<file path="config.mk">
export PLATFORM = sky130hd
export DESIGN_NAME = pmw_ctrl
export DESIGN_NICKNAME = d
export VERILOG_FILES = /design/src/hdl/pmw_pkg.sv /design/src/hdl/pmw_wdog.sv /design/src/hdl/pmw_sst.sv /design/src/hdl/pmw_ctrl.sv
export SDC_FILE = /design/constraint.sdc
export NUM_CORES = 1
export LEC_CHECK = 0
export BUFFER_PORTS_ARGS = -buffer_cell sky130_fd_sc_hd__buf_2
export CORE_AREA = 4 4 111 113
export CTS_BUF_LIST = sky130_fd_sc_hd__clkbuf_8
export DETAILED_ROUTE_END_ITERATION = 6
export DIE_AREA = 0 0 115 117
export SYNTH_ARGS = -nofsm -noshare
export SYNTH_HDL_FRONTEND = slang
export SYNTH_SLANG_ARGS = --single-unit
</file>
<file path="constraint.sdc">
create_clock -name REF_CLK -period 7.3 [get_ports REF_CLK]
set_input_delay 0.73 -clock REF_CLK [delete_from_list [all_inputs] [get_ports REF_CLK]]
set_output_delay 0.73 -clock REF_CLK [all_outputs]
set_load 0.05 [all_outputs]
</file>
<file path="src/hdl/pmw_pkg.sv">
// power-mode / wake-up / watchdog package: register map, field positions, timing counts
// assumes a single 100 MHz system clock and a classic wishbone register bus
package pmw_pkg;

    // ****************************************************************
    // register map (word aligned byte addresses)
    // ****************************************************************
    localparam logic [3:0] ADDR_MODE = 4'h0;       // system_mode_register
    localparam logic [3:0] ADDR_WDOG = 4'h4;       // watchdog_control
    localparam logic [3:0] ADDR_STATUS = 4'h8;     // flags and current mode, read only
    localparam logic [3:0] ADDR_WAKE_EN = 4'hc;    // porta_wake_enable

    // ****************************************************************
    // reset values
    // ****************************************************************
    localparam logic [7:0] MODE_RESET = 8'h03;     // idle_select=1, high_clock_select=1
    localparam logic [7:0] WDOG_RESET = 8'h7a;
    localparam logic [7:0] WAKE_EN_RESET = 8'h00;

    // ****************************************************************
    // field positions
    // ****************************************************************
    localparam int MODE_HCLK_BIT = 0;              // high_clock_select
    localparam int MODE_IDLE_BIT = 1;              // idle_select
    localparam int MODE_READY_BIT = 2;             // fast_osc_ready (read only)
    localparam int MODE_SLOW_READY_BIT = 3;        // slow oscillator ready (read only)
    localparam int MODE_DIV_LSB = 5;               // clock_divider_select [7:5]
    localparam int WDOG_KEEP_BIT = 7;              // idle_sysclk_keep
    localparam int WDOG_PER_LSB = 4;               // wdt_period_select [6:4]
    localparam int STAT_PDF_BIT = 0;               // powerdown_flag
    localparam int STAT_TO_BIT = 1;                // timeout_flag

    // ****************************************************************
    // timing counts
    // ****************************************************************
    localparam int WDT_BASE_LOG2 = 8;              // 256 slow cycles at select 000
    localparam int WDT_MAX_LOG2 = 15;              // 32768 slow cycles at select 111
    localparam logic [4:0] SST_FAST_CYCLES = 5'd16; // fast start-up, 15..16 cycles
    localparam logic [4:0] SST_SLOW_CYCLES = 5'd2;  // slow start-up, 1..2 cycles

    // ****************************************************************
    // types
    // ****************************************************************
    typedef enum logic [2:0] {
        PM_NORMAL,
        PM_SLOW,
        PM_SLEEP,
        PM_IDLE_OFF,
        PM_IDLE_ON,
        PM_START
    } pmw_mode_t;

    // halt / clear requests from the core
    typedef struct packed {
        logic halt;
        logic clear_watchdog_instr;
    } pmw_core_req_t;

    // clock gating outputs
    typedef struct packed {
        logic cpu_run;
        logic sys_clk_en;
        logic fast_osc_en;
        logic use_slow;
        logic tbc_en;
    } pmw_clk_ctl_t;

endpackage : pmw_pkg

</file>
<file path="src/hdl/pmw_wdog.sv">
// watchdog counter clocked by slow oscillator ticks
// assumes slow_tick is already synchronised into the system clock domain
`timescale 1ns/10ps
`default_nettype none
module pmw_wdog
    import pmw_pkg::*;
(
    // clock and reset
    input wire logic clk,
    input wire logic rst,
    // control
    input wire logic slow_tick,
    input wire logic clear,
    input wire logic [2:0] period_sel,
    // result
    output logic overflow
);
    // ****************************************************************
    // counter
    // ****************************************************************
    logic [WDT_MAX_LOG2-1:0] cnt_q; // slow-cycle count
    logic [WDT_MAX_LOG2-1:0] limit; // last count before time-out

    // time-out after 2^(8+sel) slow cycles
    assign limit = WDT_MAX_LOG2'((32'd1 << (WDT_BASE_LOG2 + 32'(period_sel))) - 32'd1);

    // counts in every mode because the slow oscillator never stops
    always_ff @(posedge clk or posedge rst) begin
        if (rst) begin
            cnt_q <= '0;
            overflow <= 1'b0;
        end else begin
            overflow <= 1'b0;
            if (clear) begin
                cnt_q <= '0;
            end else if (slow_tick) begin
                if (cnt_q >= limit) begin
                    cnt_q <= '0;
                    overflow <= 1'b1;
                end else begin
                    cnt_q <= cnt_q + 1'b1;
                end
            end
        end
    end
endmodule // pmw_wdog
`default_nettype wire

</file>
<file path="src/hdl/pmw_sst.sv">
// start-up timer shared by both oscillators
// assumes ticks of the chosen oscillator arrive synchronised
`timescale 1ns/10ps
`default_nettype none
module pmw_sst
    import pmw_pkg::*;
(
    // clock and reset
    input wire logic clk,
    input wire logic rst,
    // control
    input wire logic start,
    input wire logic [4:0] length,
    input wire logic osc_tick,
    // result
    output logic busy,
    output logic done
);
    // ****************************************************************
    // countdown
    // ****************************************************************
    logic [4:0] left_q; // oscillator cycles left

    // one counter serves both oscillators; only the length differs
    always_ff @(posedge clk or posedge rst) begin
        if (rst) begin
            left_q <= '0;
            done <= 1'b0;
        end else begin
            done <= 1'b0;
            if (start) begin
                left_q <= length;
            end else if (left_q != 5'd0 && osc_tick) begin
                left_q <= left_q - 5'd1;
                done <= (left_q == 5'd1);
            end
        end
    end

    assign busy = (left_q != 5'd0);
endmodule // pmw_sst
`default_nettype wire

</file>
<file path="src/hdl/pmw_ctrl.sv">
// power-mode controller: run mode select, halt modes, wake-up, watchdog, flags
// assumes oscillator ticks and port pins come from outside and are synchronised here,
// core halt / clear pulses are one cycle on REF_CLK
`timescale 1ns/10ps
`default_nettype none
module pmw_ctrl
    import pmw_pkg::*;
#(
    parameter int PORT_W = 8 // port A width
) (
    // clock and reset
    input wire logic REF_CLK,
    input wire logic RST,
    // wishbone slave
    input wire logic WB_CYC_I,
    input wire logic WB_STB_I,
    input wire logic WB_WE_I,
    input wire logic [3:0] WB_ADR_I,
    input wire logic [3:0] WB_SEL_I,
    input wire logic [31:0] WB_DAT_I,
    output logic [31:0] WB_DAT_O,
    output logic WB_ACK_O,
    // oscillators (asynchronous toggling clocks)
    input wire logic SLOW_OSC,
    input wire logic FAST_OSC,
    // core
    input wire pmw_pkg::pmw_core_req_t CORE_REQ,
    input wire logic IRQ_PENDING,
    input wire logic IRQ_ENABLED,
    input wire logic STACK_FULL,
    output var pmw_pkg::pmw_clk_ctl_t CLK_CTL,
    output logic IRQ_SERVICE,
    output logic WAKE_PULSE,
    output logic CORE_RESET,
    output logic PC_SP_RESET,
    // port A
    input wire logic [PORT_W-1:0] PORT_A,
    // mode
    output var pmw_pkg::pmw_mode_t MODE
);
    // ****************************************************************
    // synchronisers
    // ****************************************************************
    logic slow_s1_q, slow_s2_q; // slow oscillator, two stages
    logic fast_s1_q, fast_s2_q; // fast oscillator, two stages
    logic slow_prev_q, fast_prev_q; // for edge detect on stage2
    logic [PORT_W-1:0] pa_s1_q, pa_s2_q, pa_prev_q;
    logic slow_tick, fast_tick;

    // two flops before anything looks at a pin
    always_ff @(posedge REF_CLK or posedge RST) begin
        if (RST) begin
            slow_s1_q <= '0;
            slow_s2_q <= '0;
            fast_s1_q <= '0;
            fast_s2_q <= '0;
            slow_prev_q <= 1'b0;
            fast_prev_q <= 1'b0;
            pa_s1_q <= '1;
            pa_s2_q <= '1;
            pa_prev_q <= '1;
        end else begin
            slow_s1_q <= SLOW_OSC;
            slow_s2_q <= slow_s1_q;
            fast_s1_q <= FAST_OSC;
            fast_s2_q <= fast_s1_q;
            slow_prev_q <= slow_s2_q;
            fast_prev_q <= fast_s2_q;
            pa_s1_q <= PORT_A;
            pa_s2_q <= pa_s1_q;
            pa_prev_q <= pa_s2_q;
        end
    end
    // a tick is one rising edge seen after the second stage; an oscillator
    // faster than half of REF_CLK would lose ticks here
    assign slow_tick = slow_s2_q & ~slow_prev_q;
    assign fast_tick = fast_s2_q & ~fast_prev_q;

    // ****************************************************************
    // registers
    // ****************************************************************
    logic [7:0] mode_reg_q; // system_mode_register (writable bits)
    logic [7:0] wdog_q; // watchdog_control
    logic [PORT_W-1:0] wake_en_q; // porta_wake_enable
    logic pdf_q, to_q; // powerdown_flag, timeout_flag
    logic ready_q; // fast_osc_ready
    logic wr_stb;
    logic halt_go, wdt_ovf, irq_at_halt_q;
    pmw_mode_t mode_q;

    assign wr_stb = WB_CYC_I & WB_STB_I & WB_WE_I & ~WB_ACK_O & WB_SEL_I[0];

    // software writes; bits 3..0 of watchdog control are plain storage
    always_ff @(posedge REF_CLK or posedge RST) begin
        if (RST) begin
            mode_reg_q <= MODE_RESET;
            wdog_q <= WDOG_RESET;
            wake_en_q <= PORT_W'(WAKE_EN_RESET);
        end else if (wr_stb) begin
            unique case (WB_ADR_I)
                ADDR_MODE: mode_reg_q <= WB_DAT_I[7:0] & 8'hf3; // bits 3..2 read-only
                ADDR_WDOG: wdog_q <= WB_DAT_I[7:0];
                ADDR_WAKE_EN: wake_en_q <= WB_DAT_I[PORT_W-1:0];
                default: ;
            endcase
        end
    end

    // read mux, one-cycle answer, ack drops the cycle after
    function automatic logic [31:0] rd_word(input logic [3:0] a);
        logic [31:0] r;
        r = '0;
        unique case (a)
            ADDR_MODE: r[7:0] = mode_reg_q | {4'h0, 1'b1, ready_q, 2'b00};
            ADDR_WDOG: r[7:0] = wdog_q;
            ADDR_STATUS: r[7:0] = {3'h0, 2'b00, 1'b0, to_q, pdf_q} | {mode_q, 5'h00};
            ADDR_WAKE_EN: r[PORT_W-1:0] = wake_en_q;
            default: r = '0; // unmapped reads as zero
        endcase
        return r;
    endfunction

    // bus answer; unmapped addresses still acked
    always_ff @(posedge REF_CLK or posedge RST) begin
        if (RST) begin
            WB_ACK_O <= 1'b0;
            WB_DAT_O <= '0;
        end else begin
            WB_ACK_O <= WB_CYC_I & WB_STB_I & ~WB_ACK_O;
            if (WB_CYC_I & WB_STB_I & ~WB_ACK_O & ~WB_WE_I) begin
                WB_DAT_O <= rd_word(WB_ADR_I);
            end
        end
    end

    // ****************************************************************
    // run mode selection
    // ****************************************************************
    logic want_slow;
    logic [2:0] div_sel;
    assign div_sel = mode_reg_q[MODE_DIV_LSB +: 3];
    // low select with divider 000/001 runs from slow osc else fast
    assign want_slow = ~mode_reg_q[MODE_HCLK_BIT] & (div_sel[2:1] == 2'b00);

    // ****************************************************************
    // watchdog and start-up timer
    // ****************************************************************
    logic wdt_clear;
    logic sst_start, sst_busy, sst_done;
    logic [4:0] sst_len;
    logic sst_tick;

    // halt and clear instruction both clear the counter
    assign wdt_clear = CORE_REQ.clear_watchdog_instr | halt_go;

    // watchdog on slow osc, runs in every mode
    pmw_wdog u_wdog (
        .clk(REF_CLK),
        .rst(RST),
        .slow_tick(slow_tick),
        .clear(wdt_clear),
        .period_sel(wdog_q[WDOG_PER_LSB +: 3]),
        .overflow(wdt_ovf)
    );

    // shared start timer, length by target oscillator
    assign sst_tick = want_slow ? slow_tick : fast_tick;
    assign sst_len = want_slow ? SST_SLOW_CYCLES : SST_FAST_CYCLES;
    pmw_sst u_sst (
        .clk(REF_CLK),
        .rst(RST),
        .start(sst_start),
        .length(sst_len),
        .osc_tick(sst_tick),
        .busy(sst_busy),
        .done(sst_done)
    );

    // ****************************************************************
    // mode state machine
    // ****************************************************************
    logic low_power, port_wake, irq_wake, wake;
    assign low_power = (mode_q == PM_SLEEP) | (mode_q == PM_IDLE_OFF) | (mode_q == PM_IDLE_ON);
    assign halt_go = CORE_REQ.halt & ((mode_q == PM_NORMAL) | (mode_q == PM_SLOW));
    // falling edge on an enabled pin
    assign port_wake = |(wake_en_q & pa_prev_q & ~pa_s2_q);
    // an irq already pending at halt cannot wake
    assign irq_wake = IRQ_PENDING & ~irq_at_halt_q;
    assign wake = low_power & (port_wake | irq_wake | wdt_ovf);

    // remember whether an irq was pending when halting
    always_ff @(posedge REF_CLK or posedge RST) begin
        if (RST) begin
            irq_at_halt_q <= 1'b0;
        end else if (halt_go) begin
            irq_at_halt_q <= IRQ_PENDING;
        end else if (!IRQ_PENDING) begin
            irq_at_halt_q <= 1'b0;
        end
    end

    // mode sequencing; external reset wake is RST itself
    always_ff @(posedge REF_CLK or posedge RST) begin
        if (RST) begin
            mode_q <= PM_NORMAL;
        end else begin
            unique case (mode_q)
                PM_NORMAL, PM_SLOW: begin
                    if (halt_go) begin
                        if (!mode_reg_q[MODE_IDLE_BIT]) mode_q <= PM_SLEEP;
                        else if (!wdog_q[WDOG_KEEP_BIT]) mode_q <= PM_IDLE_OFF;
                        else mode_q <= PM_IDLE_ON;
                    end else begin
                        mode_q <= want_slow ? PM_SLOW : PM_NORMAL;
                    end
                end
                PM_SLEEP, PM_IDLE_OFF, PM_IDLE_ON: begin
                    if (wake) mode_q <= PM_START;
                end
                PM_START: begin
                    // no instruction until oscillator stable
                    if (sst_done) mode_q <= want_slow ? PM_SLOW : PM_NORMAL;
                end
            endcase
        end
    end
    assign sst_start = wake | (~want_slow & (mode_q == PM_SLOW)); // restart on fast switch
    assign MODE = mode_q;

    // fast_osc_ready: low in sleep/idle off, set by start timer
    always_ff @(posedge REF_CLK or posedge RST) begin
        if (RST) begin
            ready_q <= 1'b0;
        end else if (halt_go & ~(mode_reg_q[MODE_IDLE_BIT] & wdog_q[WDOG_KEEP_BIT])) begin
            ready_q <= 1'b0;
        end else if (sst_start & ~want_slow) begin
            ready_q <= 1'b0;
        end else if (sst_done | (~sst_busy & ~low_power & mode_q != PM_START)) begin
            ready_q <= 1'b1;
        end
    end

    // ****************************************************************
    // status flags
    // ****************************************************************
    // pdf: set by halt, cleared by clear instr; to: cleared by halt, set by time-out
    always_ff @(posedge REF_CLK or posedge RST) begin
        if (RST) begin
            pdf_q <= 1'b0;
            to_q <= 1'b0;
        end else begin
            if (halt_go) pdf_q <= 1'b1;
            else if (CORE_REQ.clear_watchdog_instr) pdf_q <= 1'b0;
            if (wdt_ovf) to_q <= 1'b1;
            else if (halt_go) to_q <= 1'b0;
        end
    end

    // ****************************************************************
    // core side outputs
    // ****************************************************************
    // reset and wake pulses to the core; state kept in low power
    always_ff @(posedge REF_CLK or posedge RST) begin
        if (RST) begin
            CORE_RESET <= 1'b0;
            PC_SP_RESET <= 1'b0;
            WAKE_PULSE <= 1'b0;
            IRQ_SERVICE <= 1'b0;
        end else begin
            CORE_RESET <= wdt_ovf & ~low_power & (mode_q != PM_START);
            PC_SP_RESET <= wdt_ovf & low_power;
            WAKE_PULSE <= (mode_q == PM_START) & sst_done;
            // regular response only if enabled with free stack
            IRQ_SERVICE <= (mode_q == PM_START) & sst_done & IRQ_PENDING
                & IRQ_ENABLED & ~STACK_FULL;
        end
    end

    // clock gating per mode
    always_comb begin
        CLK_CTL.cpu_run = (mode_q == PM_NORMAL) | (mode_q == PM_SLOW);
        CLK_CTL.sys_clk_en = CLK_CTL.cpu_run | (mode_q == PM_IDLE_ON) | (mode_q == PM_START);
        CLK_CTL.fast_osc_en = ~want_slow & (mode_q != PM_SLEEP) & (mode_q != PM_IDLE_OFF);
        CLK_CTL.use_slow = want_slow;
        CLK_CTL.tbc_en = (mode_q != PM_SLEEP);
    end

    // ****************************************************************
    // assertions
    // ****************************************************************
    sleep_entry_a: assert property (@(posedge REF_CLK) disable iff (RST)
        halt_go & ~mode_reg_q[MODE_IDLE_BIT] |=> mode_q == PM_SLEEP)
        else $error("halt with idle clear did not sleep");
    idle_off_a: assert property (@(posedge REF_CLK) disable iff (RST)
        halt_go & mode_reg_q[MODE_IDLE_BIT] & ~wdog_q[WDOG_KEEP_BIT] |=> mode_q == PM_IDLE_OFF)
        else $error("idle off not entered");
    idle_on_a: assert property (@(posedge REF_CLK) disable iff (RST)
        halt_go & mode_reg_q[MODE_IDLE_BIT] & wdog_q[WDOG_KEEP_BIT] |=> mode_q == PM_IDLE_ON)
        else $error("idle on not entered");
    halt_flags_a: assert property (@(posedge REF_CLK) disable iff (RST)
        halt_go & ~wdt_ovf |=> pdf_q & ~to_q)
        else $error("halt flags wrong");
    pdf_clear_a: assert property (@(posedge REF_CLK) disable iff (RST)
        CORE_REQ.clear_watchdog_instr & ~halt_go |=> ~pdf_q)
        else $error("powerdown flag not cleared");
    timeout_set_a: assert property (@(posedge REF_CLK) disable iff (RST)
        wdt_ovf & low_power |=> to_q & PC_SP_RESET)
        else $error("watchdog wake missing");
    slow_select_a: assert property (@(posedge REF_CLK) disable iff (RST)
        (mode_q == PM_NORMAL) & want_slow & ~halt_go |=> mode_q == PM_SLOW)
        else $error("slow mode not entered");
    ready_low_a: assert property (@(posedge REF_CLK) disable iff (RST)
        mode_q == PM_SLEEP |-> ~ready_q)
        else $error("ready high in sleep");
    stale_irq_a: assert property (@(posedge REF_CLK) disable iff (RST)
        low_power & irq_at_halt_q & ~port_wake & ~wdt_ovf |=> mode_q != PM_START)
        else $error("stale irq woke device");
endmodule // pmw_ctrl
`default_nettype wire

</file>
# Word level (Yosys, flattened, before mapping)
# Index checks and enable logic that the tools add are counted.
dict set report totals {
  ff_bits 94
  input_bits 60
  out_inout_bits 45
  word_cells 147
}
dict set report classes {
  n_addsub 4
  order_cmp 1
  eq_ne 15
  n_shift 1
  muxes 29
  n_bitwise 53
  reduce_logical 17
}
# cell count
set ops {}
lappend ops {{15-bit 2-to-1 mux} 3}
lappend ops {{8-bit one-hot mux with 4 select lines} 1}
lappend ops {{1-bit by 32-bit << shifter with 15-bit output, first input constant} 1}
lappend ops {{1-bit AND} 27}
lappend ops {{8-bit AND} 2}
lappend ops {{1-bit 2-to-1 mux} 16}
lappend ops {{15-bit by 1-bit adder with 15-bit output, second input constant} 1}
lappend ops {{15-bit greater-or-equal comparator} 1}
lappend ops {{3-bit 2-to-1 mux} 5}
lappend ops {{5-bit 2-to-1 mux} 3}
lappend ops {{15-bit by 1-bit subtractor with 15-bit output, second input constant} 1}
lappend ops {{1-bit NOT} 11}
lappend ops {{1-bit OR} 10}
lappend ops {{3-bit one-hot mux with 3 select lines} 1}
lappend ops {{4-bit equality test, second input constant} 2}
lappend ops {{8-bit NOT} 1}
lappend ops {{2-bit by 8-bit OR with 8-bit output} 1}
lappend ops {{8-bit by 4-bit OR with 8-bit output} 1}
lappend ops {{2-bit AND reduction} 4}
lappend ops {{2-bit nonzero test} 4}
lappend ops {{8-bit OR reduction} 1}
lappend ops {{3-bit by 2-bit equality test with 1-bit output, second input constant} 2}
lappend ops {{3-bit equality test, second input constant} 2}
lappend ops {{3-bit by 2-bit inequality test with 1-bit output, second input constant} 2}
lappend ops {{16 further kinds} 17}

# Longest topological paths before layout
# Gate-level depths: netlist of run 1.
dict set report logic_depth {
  word_depth 10
  depth_mapped 14
  mapped_depth_nobuf 13
}

# Modules after synthesis
# Synthesis of run 1 repeated with hierarchy kept, for this count alone.
dict set report unflattened {
  hier_cells 402
  hier_area_um2 4620.7
}
# module n_inst cells_each area_per_inst_um2 seq_area_each_um2
set by_module_without_submodules {}
lappend by_module_without_submodules {pmw_ctrl 1 228 3084.2 1840.5}
lappend by_module_without_submodules {pmw_wdog 1 135 1163.6 400.4}
lappend by_module_without_submodules {pmw_sst 1 39 372.9 150.1}

# Least setup slack after synthesis of run 1
# OpenSTA, ideal clock, no wires.
dict set report synth_path {
  kind {flip-flop to flip-flop}
  start {register wdog_q[4]}
  end {register u_wdog.cnt_q[8]}
  setup_ps 83
  arrival_ps 3035
  t_required_ps 7217
  path_slack_ps 4182
  stages_incl_launch_ff 15
  path_buffers 2
  synth_period_minus_slack_ps 3118
  cell_sequence {dfstp_2 clkbuf_1 or3_1 ha_1 clkbuf_1 nor3_1 a21oi_1 o21a_1 ha_1 a21oi_1 nor2_1 a2111oi_4 o211ai_2 or4_1 o21ai_0}
}
dict set report synth_via {
  elab_chain_len 7
}
# element line
set synth_lines {}
lappend synth_lines {{from (decl)} pmw_ctrl.sv:83} ;# logic [7:0] wdog_q;
lappend synth_lines {{from (signal assigned)} pmw_ctrl.sv:102} ;# ADDR_WDOG: wdog_q <= WB_DAT_I[7:0];
lappend synth_lines {{4-bit by 3-bit adder with 5-bit output} pmw_wdog.sv:25} ;# assign limit = WDT_MAX_LOG2'((32'd1 << (WDT_BASE_LOG2 + 32'(period_sel))) - 32'd1);
lappend synth_lines {{1-bit by 32-bit << shifter with 15-bit output} pmw_wdog.sv:25}
lappend synth_lines {{15-bit by 1-bit subtractor with 15-bit output} pmw_wdog.sv:25}
lappend synth_lines {{15-bit greater-or-equal comparator} pmw_wdog.sv:37} ;# if (cnt_q >= limit) begin
lappend synth_lines {{15-bit 2-to-1 mux} pmw_wdog.sv:37}
lappend synth_lines {{15-bit 2-to-1 mux} pmw_wdog.sv:36} ;# end else if (slow_tick) begin
lappend synth_lines {{15-bit 2-to-1 mux} pmw_wdog.sv:34} ;# if (clear) begin
lappend synth_lines {{to (signal assigned)} pmw_wdog.sv:41} ;# cnt_q <= cnt_q + 1'b1;
lappend synth_lines {{to (decl)} pmw_wdog.sv:21} ;# logic [WDT_MAX_LOG2-1:0] cnt_q;
# Every way passes these cells. The select of a mux whose other input is x is not followed.
# A chain may end at the register's enable or synchronous reset.

# Worst setup path in the final report of run 1
# Same ends and word-level chain as after synthesis.

==> results.cfg, run 1 <==
[clocking]
cts_tree = yes
cts_resized = 0
cts_made_buffers = 9
htreeDepth = 3
clk_pin_slew_ns = 0.10
clock_latency_ns = 0.37
clockRootBuffer = clkbuf_8
cts.sinks = 94
clockBufferDepth = 2
postCtsSetupRepairBufs = 0
hold_buffers = 0

[logic_synthesis]
ys.flop_type = dfrtp_1
yosys.area_share.simple_pct = 15.3
synth_compound_area_share_pct = 9.26
avgSynthCellArea_um2 = 11.6
synth_seq_cells = 94
ys_seq_area_share_pct = 53.9
synth.distinct_cells = 54
synth_fa_ha_area_share_pct = 3.39
ys_warn_count = 0
syn-cell-area_um2 = 4430
synthArstFlopShare_pct = 100
synth-edff-count = 0
synth_top_family_by_area = simple AND/OR/NAND/NOR gates
synth_mux_area_share_pct = 9.40
synth_xor_area_share_pct = 2.37
netlist_instances = 383

[place]
placed_area_um2 = 4740
gp_congestion = 0.785
port_buffers = 53
dpl.hpwl_um = 6280

[sta]
fmax_mhz = 307
setup-tns-final_ns = 0
min_period_over_period_pct = 44.6
clock_skew_ns = 0.0174
slew_violations = 0
slew_headroom_pct = 40.5
finalHoldViolCount = 0
worst_pin_slew_ns = 0.892
rsz0062_at_grt = no
setup_violations = 0
fin_crit_ns = 3.26
hold_ws_ns = 0.304

[critical_path]
endpoint_kind = register
worstSetupPathType = register to register
startpoint = wdog_q[4]$_DFFE_PP1P_
rr_startpoint = wdog_q[4]$_DFFE_PP1P_
worst_setup_path_start_kind = register
reg2reg_setup_slack_ns = 4.04
worstPathRequired_ns = 7.57
arrival_ns = 3.53
reg2reg_to = u_wdog.cnt_q[8]$_DFFE_PP0P_
cp_max_fo = 8
reg2regPathDepth = 12

[status]
outcome = complete, no violations

[finish]
num-fill-cells = 1044
layout-drive-gt1-share_pct = 32.4
postLayoutCellArea_um2 = 4950
layout_commonest_cell = dfrtp_1
antennaDiodeCount = 0
seq_area_um2 = 2390
multiInputGateArea_um2 = 1850
areaGrowthSynthToFinish_pct = 11.7
mostFrequentLayoutCells = dfrtp_1, buf_2, nand2_1
final_nets = 508

[hold_path]
min_path_type = input port to async pin

[power_and_ir_drop]
power.density_nw_per_um2 = 263
ir_drop_mv = 0.239
leakage_nw = 2.28
total_power_mw = 1.30

[drt]
drt_first_pass_iters = 5
wl_met2_um = 3840
vias = 2949
routedWlPerCell_um = 14.5
wl_met3_um = 506
wirelength_um = 8450
drt_iter0_markers = 116
antenna_left = 0
top_layer = met4
viasPerCell = 5.05
wl_met1_um = 4020
drc = 0

[floorplanning]
rows = 39
core_um2 = 11300
fp.dieH_um = 117
ios = 105
start_util_pct = 39.2
fp.dieArea_um2 = 13500
die_width_um = 115

[grt]
grt_usage_pct = 13.1
grt_max_degree = 75
grt_pass1_wl_um = 13800
antenna_found_initial = 0
grt_pass1_vias = 2772
grt_overflow = 0

[flow_run]
cap_violations = 0
[metrics by stage]
| step | setup slack [ns] | instances | utilization (%) |
|---|---|---|---|
| floorplan | 4.17 | 406 | - |
| global placement | 4.18 | 568 | 41.8 |
| detailed placement | 4.06 | 568 | 41.8 |
| CTS | 4.02 | 584 | 43.7 |
| global route | 3.76 | 584 | 43.7 |
| finish | 4.04 | 584 | 43.7 |
[sequential cells by signal (all words and copies together) (netlist names), 3 cells and up]
signal and cells:
wake_en_q 8, pa_s2_q 8, MODE 3, wdog_q 8, pa_prev_q 8, pa_s1_q 8, WB_DAT_O 8, mode_reg_q 6
u_wdog.cnt_q 15, u_sst.left_q 5
[layer usage]
layer | global-route usage (%) | vias up
li1 | - | 1402
met3 | 3.60 | 6
met2 | 19.4 | 93
met1 | 18.8 | 1448
met5 | 0 | -
met4 | 3.76 | 0
[cells by family after synthesis]
family                     after synthesis
and+or+nand+nor                        129
DFF                                     94
AOI/OAI and AO/OA                       57
buffers and inverters                   46
muxes                                   32
adders and majority gates               12
xor gates and xnor gates                12
other                                    1
[power by group]
part / leakage (nW) / internal, mW / switching (mW) / total, mW
sequential: 1.17 / 0.573 / 0.0509 / 0.624
clock: 0.105 / 0.138 / 0.211 / 0.349
combinational: 1.00 / 0.103 / 0.226 / 0.329
[layout make-up]
class / instances / area share (%)
Sequential cell: 94 / 48.3
Multi-Input combinational cell: 266 / 37.4
Timing Repair Buffer: 54 / 5.51
Tap cell: 143 / 3.61
Clock buffer: 9 / 2.50
Clock inverter: 7 / 1.84
Inverter: 11 / 0.859
[cells in the mapped netlist, types with 4 or more instances]
master,count,share of area (%)
dfrtp_1,63,36
nand2_1,34,2.9
nor2_1,33,2.8
dfstp_2,31,18
buf_4,26,4.4
mux2_2,24,6.1
a21oi_1,12,1.4
a22o_1,12,2.4
ha_1,12,3.4
inv_1,11,0.93
nand3_1,11,1.2
nor3_1,11,1.2
o21ai_0,10,1.1
nand3b_1,9,1.5
xnor2_1,7,1.4
clkbuf_1,6,0.51
a21o_1,5,0.85
or3_1,5,0.71
xor2_1,5,0.99
mux4_2,4,2.0
nand4_1,4,0.56
[worst max path at each step]
stage / endpoint / slack [ns] / cells past startpoint
global placement: u_wdog.cnt_q[8]$_DFFE_PP0P_ / 4.18 / 12
global route: u_wdog.cnt_q[8]$_DFFE_PP0P_ / 3.76 / 12
CTS: u_wdog.cnt_q[8]$_DFFE_PP0P_ / 4.02 / 12
detailed placement: u_wdog.cnt_q[8]$_DFFE_PP0P_ / 4.06 / 12
finish: u_wdog.cnt_q[8]$_DFFE_PP0P_ / 4.04 / 12
floorplan: CORE_RESET$_DFF_PP0_ / 4.17 / 1
[critical path, stage by stage, from the launching register on]
cell	delay [ns]
dfstp_2	0.43
or3_1	0.39
ha_1	0.28
nor3_1	0.16
a21oi_1	0.06
o21a_1	0.18
ha_1	0.29
a21oi_1	0.14
nor2_1	0.09
a2111oi_4	0.33
o211ai_2	0.23
or4_1	0.50
o21ai_0	0.09
(Power assumes the default switching activity.)
==> run 2: changes to the inputs <==
==> constraint.sdc (replaced) <==
create_clock -name REF_CLK -period 2.74 [get_ports REF_CLK]
set_input_delay 0.274 -clock REF_CLK [delete_from_list [all_inputs] [get_ports REF_CLK]]
set_output_delay 0.274 -clock REF_CLK [all_outputs]
set_load 0.05 [all_outputs]
==> results.cfg, run 2 (synthesis results as in run 1) <==
[drt]
vias = 3007
routedWlPerCell_um = 14.5
wirelength_um = 8770
top_layer = met4
wl_met3_um = 571
wl_met2_um = 4030
wl_met1_um = 4100
antenna_left = 0
drt_first_pass_iters = 4
drt_iter0_markers = 173
viasPerCell = 4.97
drc = 0

[floorplanning]
fp.dieH_um = 117
start_util_pct = 39.2
die_width_um = 115
rows = 39
core_um2 = 11300
ios = 105
fp.dieArea_um2 = 13500

[critical_path]
crit_chain = or3_4 -> ha_4 -> xor2_1 -> nor2_1 -> a21oi_2 -> ha_1 -> buf_4 -> nand2_1 -> nor2_1 -> a2111oi_4 -> o211ai_2 -> or4_1 -> o21ai_1
cp_max_fo = 6
cp_num_buf_inv = 1
worst_setup_path_start_kind = register
startpoint = wdog_q[6]$_DFFE_PP1P_
cp_top_family = simple AND/OR/NAND/NOR gates
arrival_ns = 3.13
worstSetupPathType = register to register
max_stage_delay_ns = 0.43
endpoint_kind = register
worstPathRequired_ns = 3.02
rr_startpoint = wdog_q[6]$_DFFE_PP1P_
cp_common_cell = nor2_1
cp_slowest_cell = or4_1

[grt]
grt_usage_pct = 13.6
grt_max_degree = 65
grt_pass1_vias = 2851
grt_overflow = 0
antenna_found_initial = 0
grt_pass1_wl_um = 14300

[clocking]
clock_latency_ns = 0.37
cts_made_buffers = 9
cts.sinks = 94
cts_tree = yes
clockRootBuffer = clkbuf_8
clockBufferDepth = 2
htreeDepth = 3
clk_pin_slew_ns = 0.10

[sta]
fmax_mhz = 352
setup-tns-final_ns = -0.158
fin_ws_ns = -0.104
hold_ws_ns = 0.0624
finalHoldViolCount = 0
worst_pin_slew_ns = 0.662
clock_skew_ns = 0.0165
fin_crit_ns = 2.84
setup_violations = 6
rsz0062_at_grt = yes
slew_headroom_pct = 55.9
min_period_over_period_pct = 104
slew_violations = 0

[hold_path]
hp-start = STACK_FULL
min_path_type = input port to register

[power_and_ir_drop]
leakage_nw = 2.38
ir_drop_mv = 0.714
power.density_nw_per_um2 = 672
total_power_mw = 3.52

[place]
placed_area_um2 = 4830
dpl.hpwl_um = 6320
port_buffers = 53
gp_congestion = 0.808
dp_slack_ns = -0.110

[finish]
antennaDiodeCount = 0
seq_area_um2 = 2390
multiInputGateArea_um2 = 1950
areaGrowthSynthToFinish_pct = 18.2
largest_reg_flops = 15
num-fill-cells = 1064
mostFrequentLayoutCells = dfrtp_1, buf_2, nand2_1
layout-drive-gt1-share_pct = 36.4
regMostFlops = u_wdog.cnt_q
layout_commonest_cell = dfrtp_1
postLayoutCellArea_um2 = 5240
final_nets = 529

[flow_run]
cap_violations = 0

[status]
violations = setup timing
outcome = complete, but fails checks
run 2: cell count changes in the layout (fill, tap and decap cells not counted), sizes merged:
cell,change
clkinv,-2
buf,+10
dlygate4sd3,+11
inv,+2
run 2: report_power, final:
part	leakage (nW)	internal, mW	switching (mW)
clock	0.101	0.354	0.539
combinational	1.11	0.329	0.639
sequential	1.17	1.53	0.133
run 2: final timing paths:
check / end / depth (start not counted) / slack [ns]
min in group asynchronous: u_wdog.cnt_q[4]$_DFFE_PP0P_ / 3 / 0.48
min: IRQ_SERVICE$_DFF_PP0_ / 2 / 0.06
max in group asynchronous: pa_prev_q[0]$_DFF_PP1_ / 4 / 1.50
max: u_wdog.cnt_q[8]$_DFFE_PP0P_ / 13 / -0.10
max reg2reg: u_wdog.cnt_q[8]$_DFFE_PP0P_ / 13 / -0.10
min reg2reg: fast_s2_q$_DFF_PP0_ / 0 / 0.36
run 2: final cells by class:
type                            instances  area share (%)
Clock buffer                            9            2.36
Clock inverter                          7            1.29
Inverter                               11           0.812
Multi-Input combinational cell        266            37.3
Sequential cell                        94            45.6
Tap cell                              143            3.41
Timing Repair Buffer                   75            9.19
run 2: metal layers:
layer	GRT usage, %	up-vias
met3	3.29	8
met2	20.6	105
met5	0	-
met1	19.3	1443
li1	-	1451
met4	4.07	0
run 2: metrics by stage:
step           util (%)  instances
6_report           46.3        605
5_1_grt            46.3        605
4_1_cts            45.4        603
3_5_place_dp       42.6        575
3_3_place_gp       42.6        575
2_1_floorplan         -        406
run 2: repair_timing:
action                     CTS  global route
pin swaps                    5             8
setup endpoints to repair   12            16
hold buffers                11             0
resized for setup            4            17
setup buffers                1             2
hold endpoints to repair    40             0
